--- config.mk ---
export PLATFORM = sky130hd
export DESIGN_NAME = rus_register_set
export DESIGN_NICKNAME = d
export VERILOG_FILES = /design/src/rus_pkg.sv /design/src/rus_register_set.sv /design/src/rus_sync.sv
export VERILOG_INCLUDE_DIRS = /design/src
export SDC_FILE = /design/constraint.sdc
export NUM_CORES = 1
export LEC_CHECK = 0
export BUFFER_PORTS_ARGS = -buffer_cell sky130_fd_sc_hd__buf_4
export CAP_MARGIN = 20
export CORE_MARGIN = 2
export CORE_UTILIZATION = 56
export CTS_CLUSTER_DIAMETER = 120
export DETAILED_ROUTE_END_ITERATION = 10
export HOLD_SLACK_MARGIN = 0.12
export PLACE_DENSITY_LB_ADDON = 0.2
export SETUP_SLACK_MARGIN = 0.3
export SKIP_CTS_REPAIR_TIMING = 1
export SYNTH_ARGS = -nofsm -noshare
export SYNTH_HDL_FRONTEND = slang
export SYNTH_SLANG_ARGS = --single-unit
export TNS_END_PERCENT = 20
--- constraint.sdc ---
create_clock -name clk -period 3.8 [get_ports clk]
set_input_delay 0.76 -clock clk [delete_from_list [all_inputs] [get_ports clk]]
set_output_delay 0.76 -clock clk [all_outputs]
set_load 0.01 [all_outputs]
--- src/rus_defs.svh ---
// field positions, reset values and timing counts of the upgrade register set
`ifndef RUS_DEFS_SVH
`define RUS_DEFS_SVH

// control word layout
`define RUS_CTRL_W 21
`define RUS_ANF_BIT 0
`define RUS_PAGE_LO_MSB 3
`define RUS_PAGE_LO_LSB 1
`define RUS_PAGE_HI_MSB 7
`define RUS_PAGE_HI_LSB 4
`define RUS_WDEN_BIT 8
`define RUS_WDTO_MSB 20
`define RUS_WDTO_LSB 9
`define RUS_WDOG_LOW_ZEROS 17
`define RUS_WDOG_CNT_W 29

// status word layout
`define RUS_STAT_W 5
`define RUS_ST_CRC 0
`define RUS_ST_ERRSTAT 1
`define RUS_ST_CORE 2
`define RUS_ST_EXTRST 3
`define RUS_ST_WDOG 4

// reset and fall-back values
`define RUS_CTRL_REMOTE_RST 21'h000000
`define RUS_CTRL_LOCAL_RST 21'h000003
`define RUS_STAT_RST 5'h00

// timing: synchroniser depth and start-up settle cycles
`define RUS_SYNC_STAGES 2
`define RUS_INIT_CYCLES 3'h3

`endif

--- src/rus_pkg.sv ---
// types shared by the upgrade register set
package rus_pkg;
   typedef enum logic [0:0] {
      RUS_INIT = 1'b0,
      RUS_RUN = 1'b1
   } rus_state_e;

   typedef enum logic [2:0] {
      RUS_CAUSE_NONE = 3'b000,
      RUS_CAUSE_EXTRST = 3'b001,
      RUS_CAUSE_ERRSTAT = 3'b010,
      RUS_CAUSE_CRC = 3'b011,
      RUS_CAUSE_WDOG = 3'b100,
      RUS_CAUSE_CORE = 3'b101
   } rus_cause_e;

   typedef logic [20:0] rus_word_t;
   typedef logic [4:0] rus_status_t;
endpackage

--- src/rus_register_set.sv ---
// remote upgrade shift, update, control and status registers
`include "rus_defs.svh"

// What this block does
// RQ1 - fabric-reachable shift register writes update, samples update/status/control
// RQ2 - factory configuration in remote mode may write the update register
// RQ3 - no shift writes in local mode or application configurations
// RQ4 - read in application configuration copies control into shift register
// RQ5 - fabric-triggered reconfiguration start in remote mode moves update register into control register
// RQ6 - update register loaded only from shift register by factory update
// RQ7 - read in factory configuration copies update into shift register
// RQ8 - every reconfiguration records its cause in the status register
// RQ9 - capture cycle loads status into the shift register
// RQ10 - control and status run on the internal oscillator clock
// RQ11 - shift and update registers advance on the user shift clock
// RQ12 - remote mode: page select powers up all zeros
// RQ13 - local mode: page select powers up as one
// RQ14 - control not writable in local mode, writable by remote factory
// RQ15 - control word: flag, low page, high page, watchdog enable, time-out
// RQ16 - flag high at local power-up, cleared on error fall-back
// RQ17 - flag high: control register read only
// RQ18 - flag low: writes allowed, watchdog kept disabled
// RQ19 - factory logic sets flag when writing an application page
// RQ20 - low page defaults 001 local, 000 remote; serial address 18:16
// RQ21 - high page defaults zero; serial address 22:19
// RQ22 - time-out field is top twelve of 29-bit count, 17 zeros below
// RQ23 - remote mode: watchdog enable and time-out default zero
// RQ24 - five status bits: crc, error, fabric, external reset, watchdog
// RQ25 - fabric trigger in remote mode copies update into control and reconfigures
// RQ26 - shift register moves one bit per user shift clock rise
module rus_register_set
   import rus_pkg::*;
(
   // oscillator clock and reset
   input wire logic clk,
   input wire logic rst,
   // mode strap: high selects remote update, low local update
   input wire logic remote_mode,
   // fabric shift interface
   input wire logic upgrade_shift_clock,
   input wire logic shift_data_in,
   input wire logic shift_enable,
   input wire logic capture_req,
   input wire logic read_req,
   input wire logic update_req,
   input wire logic fabric_reconfig_trigger_n,
   // reconfiguration causes from the configuration logic
   input wire logic config_error_status_n,
   input wire logic ext_config_reset_n,
   input wire logic crc_error,
   input wire logic wdog_expired,
   // register views and control outputs
   output logic shift_data_out,
   output rus_word_t upgrade_control_word,
   output rus_status_t status_word,
   output logic [6:0] page_select,
   output logic wdog_enable,
   output logic [`RUS_WDOG_CNT_W-1:0] wdog_count_load,
   output logic write_access,
   output logic reconfig_start
);
   // synchronised pins
   localparam logic [11:0] SYNC_RST = 12'h01c; // low-active pins idle high
   logic [11:0] pins_raw;
   logic [11:0] pins_s;
   logic sclk_s, sdin_s, sen_s, cap_s, rd_s, upd_s, trig_n_s;
   logic errst_n_s, extrst_n_s, crc_s, wdx_s, remote_s;

   assign pins_raw = {remote_mode, upgrade_shift_clock, shift_data_in,
                      shift_enable, capture_req, read_req, update_req,
                      fabric_reconfig_trigger_n, config_error_status_n,
                      ext_config_reset_n, crc_error, wdog_expired};

   rus_sync #(.W(12), .RST_VAL(SYNC_RST)) u_sync (
      .clk(clk),
      .rst(rst),
      .async_in(pins_raw),
      .sync_out(pins_s)
   );

   assign remote_s = pins_s[11];
   assign sclk_s = pins_s[10];
   assign sdin_s = pins_s[9];
   assign sen_s = pins_s[8];
   assign cap_s = pins_s[7];
   assign rd_s = pins_s[6];
   assign upd_s = pins_s[5];
   assign trig_n_s = pins_s[4];
   assign errst_n_s = pins_s[3];
   assign extrst_n_s = pins_s[2];
   assign crc_s = pins_s[1];
   assign wdx_s = pins_s[0];

   // state
   rus_state_e state_reg, state_next;
   logic [2:0] init_cnt_reg, init_cnt_next;
   logic remote_reg, remote_next;
   logic [5:0] prev_reg, prev_next;
   rus_word_t shift_reg, shift_next;
   rus_word_t update_reg, update_next;
   rus_word_t ctrl_reg, ctrl_next;
   rus_status_t status_reg, status_next;
   logic recfg_reg, recfg_next;
   logic wen_reg, wen_next;
   logic wdog_en_reg, wdog_en_next;
   logic [`RUS_WDOG_CNT_W-1:0] wdog_cnt_reg, wdog_cnt_next;
   logic [6:0] page_reg, page_next;

   // event decode
   logic running;
   logic sclk_rise;
   logic wr_ok;
   rus_cause_e cause;

   assign running = (state_reg == RUS_RUN);
   assign sclk_rise = running && sclk_s && !prev_reg[0]; // RQ11
   // write access only for a factory image in remote mode
   assign wr_ok = remote_reg && !ctrl_reg[`RUS_ANF_BIT]; // RQ2 RQ3 RQ14 RQ17

   // cause priority: external reset, error pin, crc, watchdog, fabric
   always_comb begin
      cause = RUS_CAUSE_NONE;
      if (!running) begin
         cause = RUS_CAUSE_NONE;
      end else if (!extrst_n_s && prev_reg[3]) begin
         cause = RUS_CAUSE_EXTRST;
      end else if (!errst_n_s && prev_reg[4]) begin
         cause = RUS_CAUSE_ERRSTAT;
      end else if (crc_s && !prev_reg[2]) begin
         cause = RUS_CAUSE_CRC;
      end else if (wdx_s && !prev_reg[1] && wdog_en_reg) begin // RQ18
         cause = RUS_CAUSE_WDOG;
      end else if (trig_n_s && !prev_reg[5]) begin
         cause = RUS_CAUSE_CORE;
      end
   end

   // next values of every register
   always_comb begin
      state_next = state_reg;
      init_cnt_next = init_cnt_reg;
      remote_next = remote_reg;
      prev_next = {trig_n_s, errst_n_s, extrst_n_s, crc_s, wdx_s, sclk_s};
      shift_next = shift_reg;
      update_next = update_reg;
      ctrl_next = ctrl_reg;
      status_next = status_reg;
      recfg_next = 1'b0;
      case (state_reg)
         RUS_INIT: begin
            // wait for synchronisers, then catch the mode strap
            init_cnt_next = init_cnt_reg + 3'h1;
            if (init_cnt_reg == `RUS_INIT_CYCLES) begin
               state_next = RUS_RUN;
               remote_next = remote_s;
               if (remote_s) begin
                  ctrl_next = `RUS_CTRL_REMOTE_RST; // RQ12 RQ20 RQ21 RQ23
               end else begin
                  ctrl_next = `RUS_CTRL_LOCAL_RST; // RQ13 RQ16 RQ20
               end
            end
         end
         RUS_RUN: begin
            // user-clock side: shift, capture, read, update
            if (sclk_rise) begin
               if (sen_s) begin
                  shift_next = {sdin_s, shift_reg[20:1]}; // RQ26 RQ1
               end else if (cap_s) begin
                  shift_next = rus_word_t'(status_reg); // RQ9
               end else if (rd_s) begin
                  if (ctrl_reg[`RUS_ANF_BIT]) begin
                     shift_next = ctrl_reg; // RQ4
                  end else begin
                     shift_next = update_reg; // RQ7
                  end
               end else if (upd_s && wr_ok) begin
                  update_next = shift_reg; // RQ6 RQ2
               end
            end
            // oscillator side: reconfiguration
            if (cause != RUS_CAUSE_NONE) begin
               recfg_next = 1'b1;
               status_next = `RUS_STAT_RST;
               ctrl_next = `RUS_CTRL_REMOTE_RST; // RQ16
               case (cause)
                  RUS_CAUSE_EXTRST: begin
                     status_next[`RUS_ST_EXTRST] = 1'b1; // RQ8 RQ24
                     if (!remote_reg) begin
                        ctrl_next = `RUS_CTRL_LOCAL_RST;
                     end
                  end
                  RUS_CAUSE_ERRSTAT: begin
                     status_next[`RUS_ST_ERRSTAT] = 1'b1; // RQ8
                  end
                  RUS_CAUSE_CRC: begin
                     status_next[`RUS_ST_CRC] = 1'b1; // RQ8
                  end
                  RUS_CAUSE_WDOG: begin
                     status_next[`RUS_ST_WDOG] = 1'b1; // RQ8
                  end
                  RUS_CAUSE_CORE: begin
                     status_next[`RUS_ST_CORE] = 1'b1; // RQ8
                     if (remote_reg) begin
                        ctrl_next = update_reg; // RQ5 RQ25 RQ19
                     end else begin
                        ctrl_next = `RUS_CTRL_LOCAL_RST;
                     end
                  end
                  default: status_next = status_reg;
               endcase
            end
         end
         default: state_next = RUS_INIT;
      endcase
      // output views follow the control word
      wen_next = (state_next == RUS_RUN) && remote_next &&
                 !ctrl_next[`RUS_ANF_BIT]; // RQ3 RQ14
      wdog_en_next = ctrl_next[`RUS_ANF_BIT] &&
                     ctrl_next[`RUS_WDEN_BIT]; // RQ18
      wdog_cnt_next = {ctrl_next[`RUS_WDTO_MSB:`RUS_WDTO_LSB],
                       {`RUS_WDOG_LOW_ZEROS{1'b0}}}; // RQ22
      page_next = ctrl_next[`RUS_PAGE_HI_MSB:`RUS_PAGE_LO_LSB]; // RQ15
   end

   // register stage, control and status on the oscillator clock
   always_ff @(posedge clk or posedge rst) begin // RQ10
      if (rst) begin
         state_reg <= RUS_INIT;
         init_cnt_reg <= 3'h0;
         remote_reg <= 1'b1;
         prev_reg <= 6'h38; // edge detectors at idle levels
         shift_reg <= 21'h000000;
         update_reg <= 21'h000000;
         ctrl_reg <= `RUS_CTRL_REMOTE_RST;
         status_reg <= `RUS_STAT_RST;
         recfg_reg <= 1'b0;
         wen_reg <= 1'b0;
         wdog_en_reg <= 1'b0;
         wdog_cnt_reg <= 29'h00000000;
         page_reg <= 7'h00;
      end else begin
         state_reg <= state_next;
         init_cnt_reg <= init_cnt_next;
         remote_reg <= remote_next;
         prev_reg <= prev_next;
         shift_reg <= shift_next;
         update_reg <= update_next;
         ctrl_reg <= ctrl_next;
         status_reg <= status_next;
         recfg_reg <= recfg_next;
         wen_reg <= wen_next;
         wdog_en_reg <= wdog_en_next;
         wdog_cnt_reg <= wdog_cnt_next;
         page_reg <= page_next;
      end
   end

   // outputs straight from flip-flops
   assign shift_data_out = shift_reg[0];
   assign upgrade_control_word = ctrl_reg;
   assign status_word = status_reg;
   assign page_select = page_reg; // RQ20 RQ21
   assign wdog_enable = wdog_en_reg;
   assign wdog_count_load = wdog_cnt_reg;
   assign write_access = wen_reg;
   assign reconfig_start = recfg_reg;

   // checks
   property p_no_write_blocked;
      @(posedge clk) disable iff (rst)
      !wr_ok |=> update_reg == $past(update_reg);
   endproperty
   a_no_write_blocked: assert property (p_no_write_blocked) // RQ3
      else $error("update register changed without write access");

   property p_update_load;
      @(posedge clk) disable iff (rst)
      (sclk_rise && !sen_s && !cap_s && !rd_s && upd_s && wr_ok &&
       cause != RUS_CAUSE_CORE) |=> update_reg == $past(shift_reg);
   endproperty
   a_update_load: assert property (p_update_load) // RQ6
      else $error("update operation did not load shift contents");

   property p_read_app;
      @(posedge clk) disable iff (rst)
      (sclk_rise && !sen_s && !cap_s && rd_s && ctrl_reg[0])
      |=> shift_reg == $past(ctrl_reg);
   endproperty
   a_read_app: assert property (p_read_app) // RQ4
      else $error("application read did not return control word");

   property p_read_factory;
      @(posedge clk) disable iff (rst)
      (sclk_rise && !sen_s && !cap_s && rd_s && !ctrl_reg[0])
      |=> shift_reg == $past(update_reg);
   endproperty
   a_read_factory: assert property (p_read_factory) // RQ7
      else $error("factory read did not return update word");

   property p_capture;
      @(posedge clk) disable iff (rst)
      (sclk_rise && !sen_s && cap_s)
      |=> shift_reg == rus_word_t'($past(status_reg));
   endproperty
   a_capture: assert property (p_capture) // RQ9
      else $error("capture did not load status");

   property p_shift;
      @(posedge clk) disable iff (rst)
      (sclk_rise && sen_s) |=> (shift_reg[19:0] == $past(shift_reg[20:1]))
         && (shift_reg[20] == $past(sdin_s));
   endproperty
   a_shift: assert property (p_shift) // RQ26
      else $error("shift register did not advance one bit");

   property p_core_remote;
      @(posedge clk) disable iff (rst)
      (cause == RUS_CAUSE_CORE && remote_reg)
      |=> ctrl_reg == $past(update_reg) && reconfig_start ##1 !reconfig_start;
   endproperty
   a_core_remote: assert property (p_core_remote) // RQ25
      else $error("fabric trigger did not load control from update");

   property p_status_cause;
      @(posedge clk) disable iff (rst)
      reconfig_start |-> $onehot(status_reg);
   endproperty
   a_status_cause: assert property (p_status_cause) // RQ8
      else $error("reconfiguration without single cause bit");

   property p_fallback;
      @(posedge clk) disable iff (rst)
      (cause == RUS_CAUSE_CRC || cause == RUS_CAUSE_ERRSTAT ||
       cause == RUS_CAUSE_WDOG) |=> ctrl_reg == 21'h000000 ##1 !wdog_enable;
   endproperty
   a_fallback: assert property (p_fallback) // RQ16
      else $error("error fall-back did not clear control word");

   property p_wdog_off;
      @(posedge clk) disable iff (rst)
      !ctrl_reg[0] |-> !wdog_enable;
   endproperty
   a_wdog_off: assert property (p_wdog_off) // RQ18
      else $error("watchdog enabled in factory configuration");

   property p_wdog_count;
      @(posedge clk) disable iff (rst)
      wdog_count_load == {ctrl_reg[20:9], 17'h00000};
   endproperty
   a_wdog_count: assert property (p_wdog_count) // RQ22
      else $error("watchdog count not aligned to time-out field");

   property p_powerup;
      @(posedge clk) disable iff (rst)
      $rose(running) |-> (remote_reg ? ctrl_reg == 21'h000000 :
                          (page_select == 7'h01 && ctrl_reg[0]));
   endproperty
   a_powerup: assert property (p_powerup) // RQ12 RQ13
      else $error("wrong control word at power-up");

   c_update: cover property (@(posedge clk) disable iff (rst)
      sclk_rise && upd_s && wr_ok);
   c_core: cover property (@(posedge clk) disable iff (rst)
      cause == RUS_CAUSE_CORE);
   c_capture: cover property (@(posedge clk) disable iff (rst)
      sclk_rise && cap_s && !sen_s);
endmodule // rus_register_set

--- src/rus_sync.sv ---
// two flip-flop synchroniser, one per input bit
module rus_sync #(
   parameter int W = 1,
   parameter logic [W-1:0] RST_VAL = '0
) (
   // clock and reset
   input wire logic clk,
   input wire logic rst,
   // asynchronous inputs and their synchronised copies
   input wire logic [W-1:0] async_in,
   output logic [W-1:0] sync_out
);
   logic [W-1:0] meta_reg;
   logic [W-1:0] stable_reg;

   // per-bit two-stage capture
   genvar i;
   generate
      for (i = 0; i < W; i++) begin : g_bit
         always_ff @(posedge clk or posedge rst) begin
            if (rst) begin
               meta_reg[i] <= RST_VAL[i];
               stable_reg[i] <= RST_VAL[i];
            end else begin
               meta_reg[i] <= async_in[i];
               stable_reg[i] <= meta_reg[i];
            end
         end
      end
   endgenerate

   assign sync_out = stable_reg;
endmodule // rus_sync

==> reports/results.ini <==
[timing]
tightest_slew_ps=926.7
tns_ps=0
finClkSkew_ps=9.178
fin_crit_sh_pct=72.72
finalMaxSlewViolations=0
layout_min_cycle_time_ps=2764
fin_ws_ps=1036
rsz0062_at_grt=false
finalHoldViolCount=0
max_freq_mhz=361.9
slew_headroom_pct=38.22
final-setup-viol-count=0

[final_layout]
finalNonFillerCells=517
drive_gt1_share_pct=29.13
antennaDiodeCount=0
final_area_mm2=0.005213
fill_cells=631
syn_to_final_growth_pct=13.18
nets=423

[power]
netSwitchingPower_mw=0.6097
power.total_mw=2.385
p_leak_nw=2.525
combPwrFrac_pct=12.0
power.density_mw_per_mm2=457.6
p_seq_share_pct=55.1
max-vdd-ir-drop_uv=262.5
p_sw_share_pct=25.56
clkPwrFrac_pct=32.9
power.internal_mw=1.776

[placement]
dpl_worst_slack_ps=1024
placed_area_mm2=0.004946
gp_congestion=0.8753
placedCellCount=498
port_buffers=62
place_hpwl_um=5320

[status]
status=complete, no violations

[die]
die_area_mm2=0.008966
core_area_mm2=0.008093
rows=33
initial_core_util_pct=56.91
die_h_um=94.69
pin_count=80
die_w_um=94.69

[setup_path]
cp_num_buf_inv=1
cp_slowest_cell=dfrtp_1
path_cells=or3_1, nor4b_4, buf_4, mux2_1
worstSetupPathType=register to register
critical_path_arrival_ps=3010
cpPeakStageDelay_ps=730
crit_required_ps=4050
start_kind=register
r2r_slack_ps=1040
path_delay_family=simple AND/OR/NAND/NOR gates
end_kind=register
critPathMaxFanout=24

[logic_synthesis]
ys_seq_area_share_pct=57.86
synth_commonest_cells=dfrtp_1, buf_4, mux2_1
synthCells=367
synth_edf_count=0
synth_async_sr_flop_share_pct=100.0
ys_warn_count=0
ys.flop_type=dfrtp_1
yosys-top-cells-area=dfrtp_1, mux2_1, buf_4, dfstp_2, a22o_1
synth_most_common_cell=dfrtp_1
ys_ff_latch=106
synth_top_area_share_pct=52.16
yosys.area.top_type=dfrtp_1
synthesis.area_mm2=0.004606
synth_cell_types=51
synth.avg_cell_area_um2=12.55

[clocking]
clock_latency_ps=360
cts_max_level=3
clkSinkCount=106
cts_tree=built
cts_buffers=9
clkTransAtPathRegs_ps=90
clockBufferDepth=2
root_buffer=clkbuf_8

[drt]
num_vias=2871
ant_nets=0
wirelength_um=8151
drc=0
drt_iter0_markers=189
viasPerCell=5.553
wire_per_inst_um=15.77
first_pass_iters=4

[global_routing]
antenna_found_initial=0
grt_pass1_wl_um=13470
grt_max_degree=76
grt_usage_pct=19.40
grt_remaining_overflow=0
grt_pass1_vias=2706

[flow_run]
drv_cap=0

[min_path]
hold_path.class=register to register

cell families (layout without fill, tap and decap cells):
logic type,after synthesis,count (layout),share of synthesized area (%)
fa+ha+maj,2,2,0.5432
compound gates,79,79,12.20
xor+xnor,1,1,0.1902
buf+inv,64,93,8.720
flops,106,106,57.86
other cells,1,17,0.08142
mux,49,49,11.68
simple gates,65,65,8.721
metal layers:
layer	wire length (um)	up-vias	part of all wire [%]	GRT usage [%]
li1	-	1325	-	-
met1	3743	1437	46	28.23
met2	3874	95	48	29.37
met3	406	14	5.0	3.671
met4	126	0	1.5	6.884
met5	0	-	0	0
through the flow:
step | util (%) | hold slack, ps
6_report | 64.41 | 351.0
5_1_grt | 64.41 | 366.4
4_1_cts | 64.04 | 355.0
3_5_place_dp | 61.12 | 334.7
3_3_place_gp | 61.12 | 333.5
2_1_floorplan | - | 331.2
worst register-to-register path, delay by kind of cell (launching register included):
kind,cells,cell delay (ps)
and+or+nand+nor,2,1240
DFF,1,730
buffers and inverters,1,340
muxes,1,340
layout by cell type, fill, tap and decap left out, types with 3 or more instances in the layout:
cell type / n
mux2_1: 30
mux2i_1: 11
nor2_1: 28
o21ai_0: 6
inv_1: 7
buf_4: 66
nor3_1: 3
conb_1: 17
dfrtp_1: 96
a21oi_1: 26
a22oi_1: 16
nand3_1: 4
a22o_1: 18
nand2_1: 9
clkbuf_8: 11
dfstp_2: 10
mux2_2: 8
final timing paths:
check                                    from                 end  depth (start not counted)
setup / recovery           u_sync.sync_out[8]       update_reg[1]                          4
hold / removal             u_sync.meta_reg[8]  u_sync.sync_out[8]                          0
setup reg to reg           u_sync.sync_out[8]       update_reg[1]                          4
hold reg to reg            u_sync.meta_reg[8]  u_sync.sync_out[8]                          0
max in group asynchronous                 rst          remote_reg                          3
min in group asynchronous                 rst      status_word[3]                          2
layout make-up:
type                    instances  area [um2]  share of cell area [%]
clock buffers                  11       151.4                   2.904
clock inverters                 5       85.08                   1.632
inverters                       8       33.78                  0.6481
multi-input cells             213        1608                   30.84
flip-flops and latches        106        2665                   51.13
well taps                     105       131.4                   2.520
repair buffers                 69       538.0                   10.32
power by group through the flow:
stage          Clock (mW)  Combinational [mW]  Sequential [mW]
2_1_floorplan           0               0.226             1.31
5_1_grt             0.864               0.322             1.33
3_3_place_gp            0               0.277             1.33
6_report            0.785               0.286             1.31
3_5_place_dp            0               0.284             1.34
4_1_cts             0.808               0.287             1.31
(Power assumes the default switching activity.)
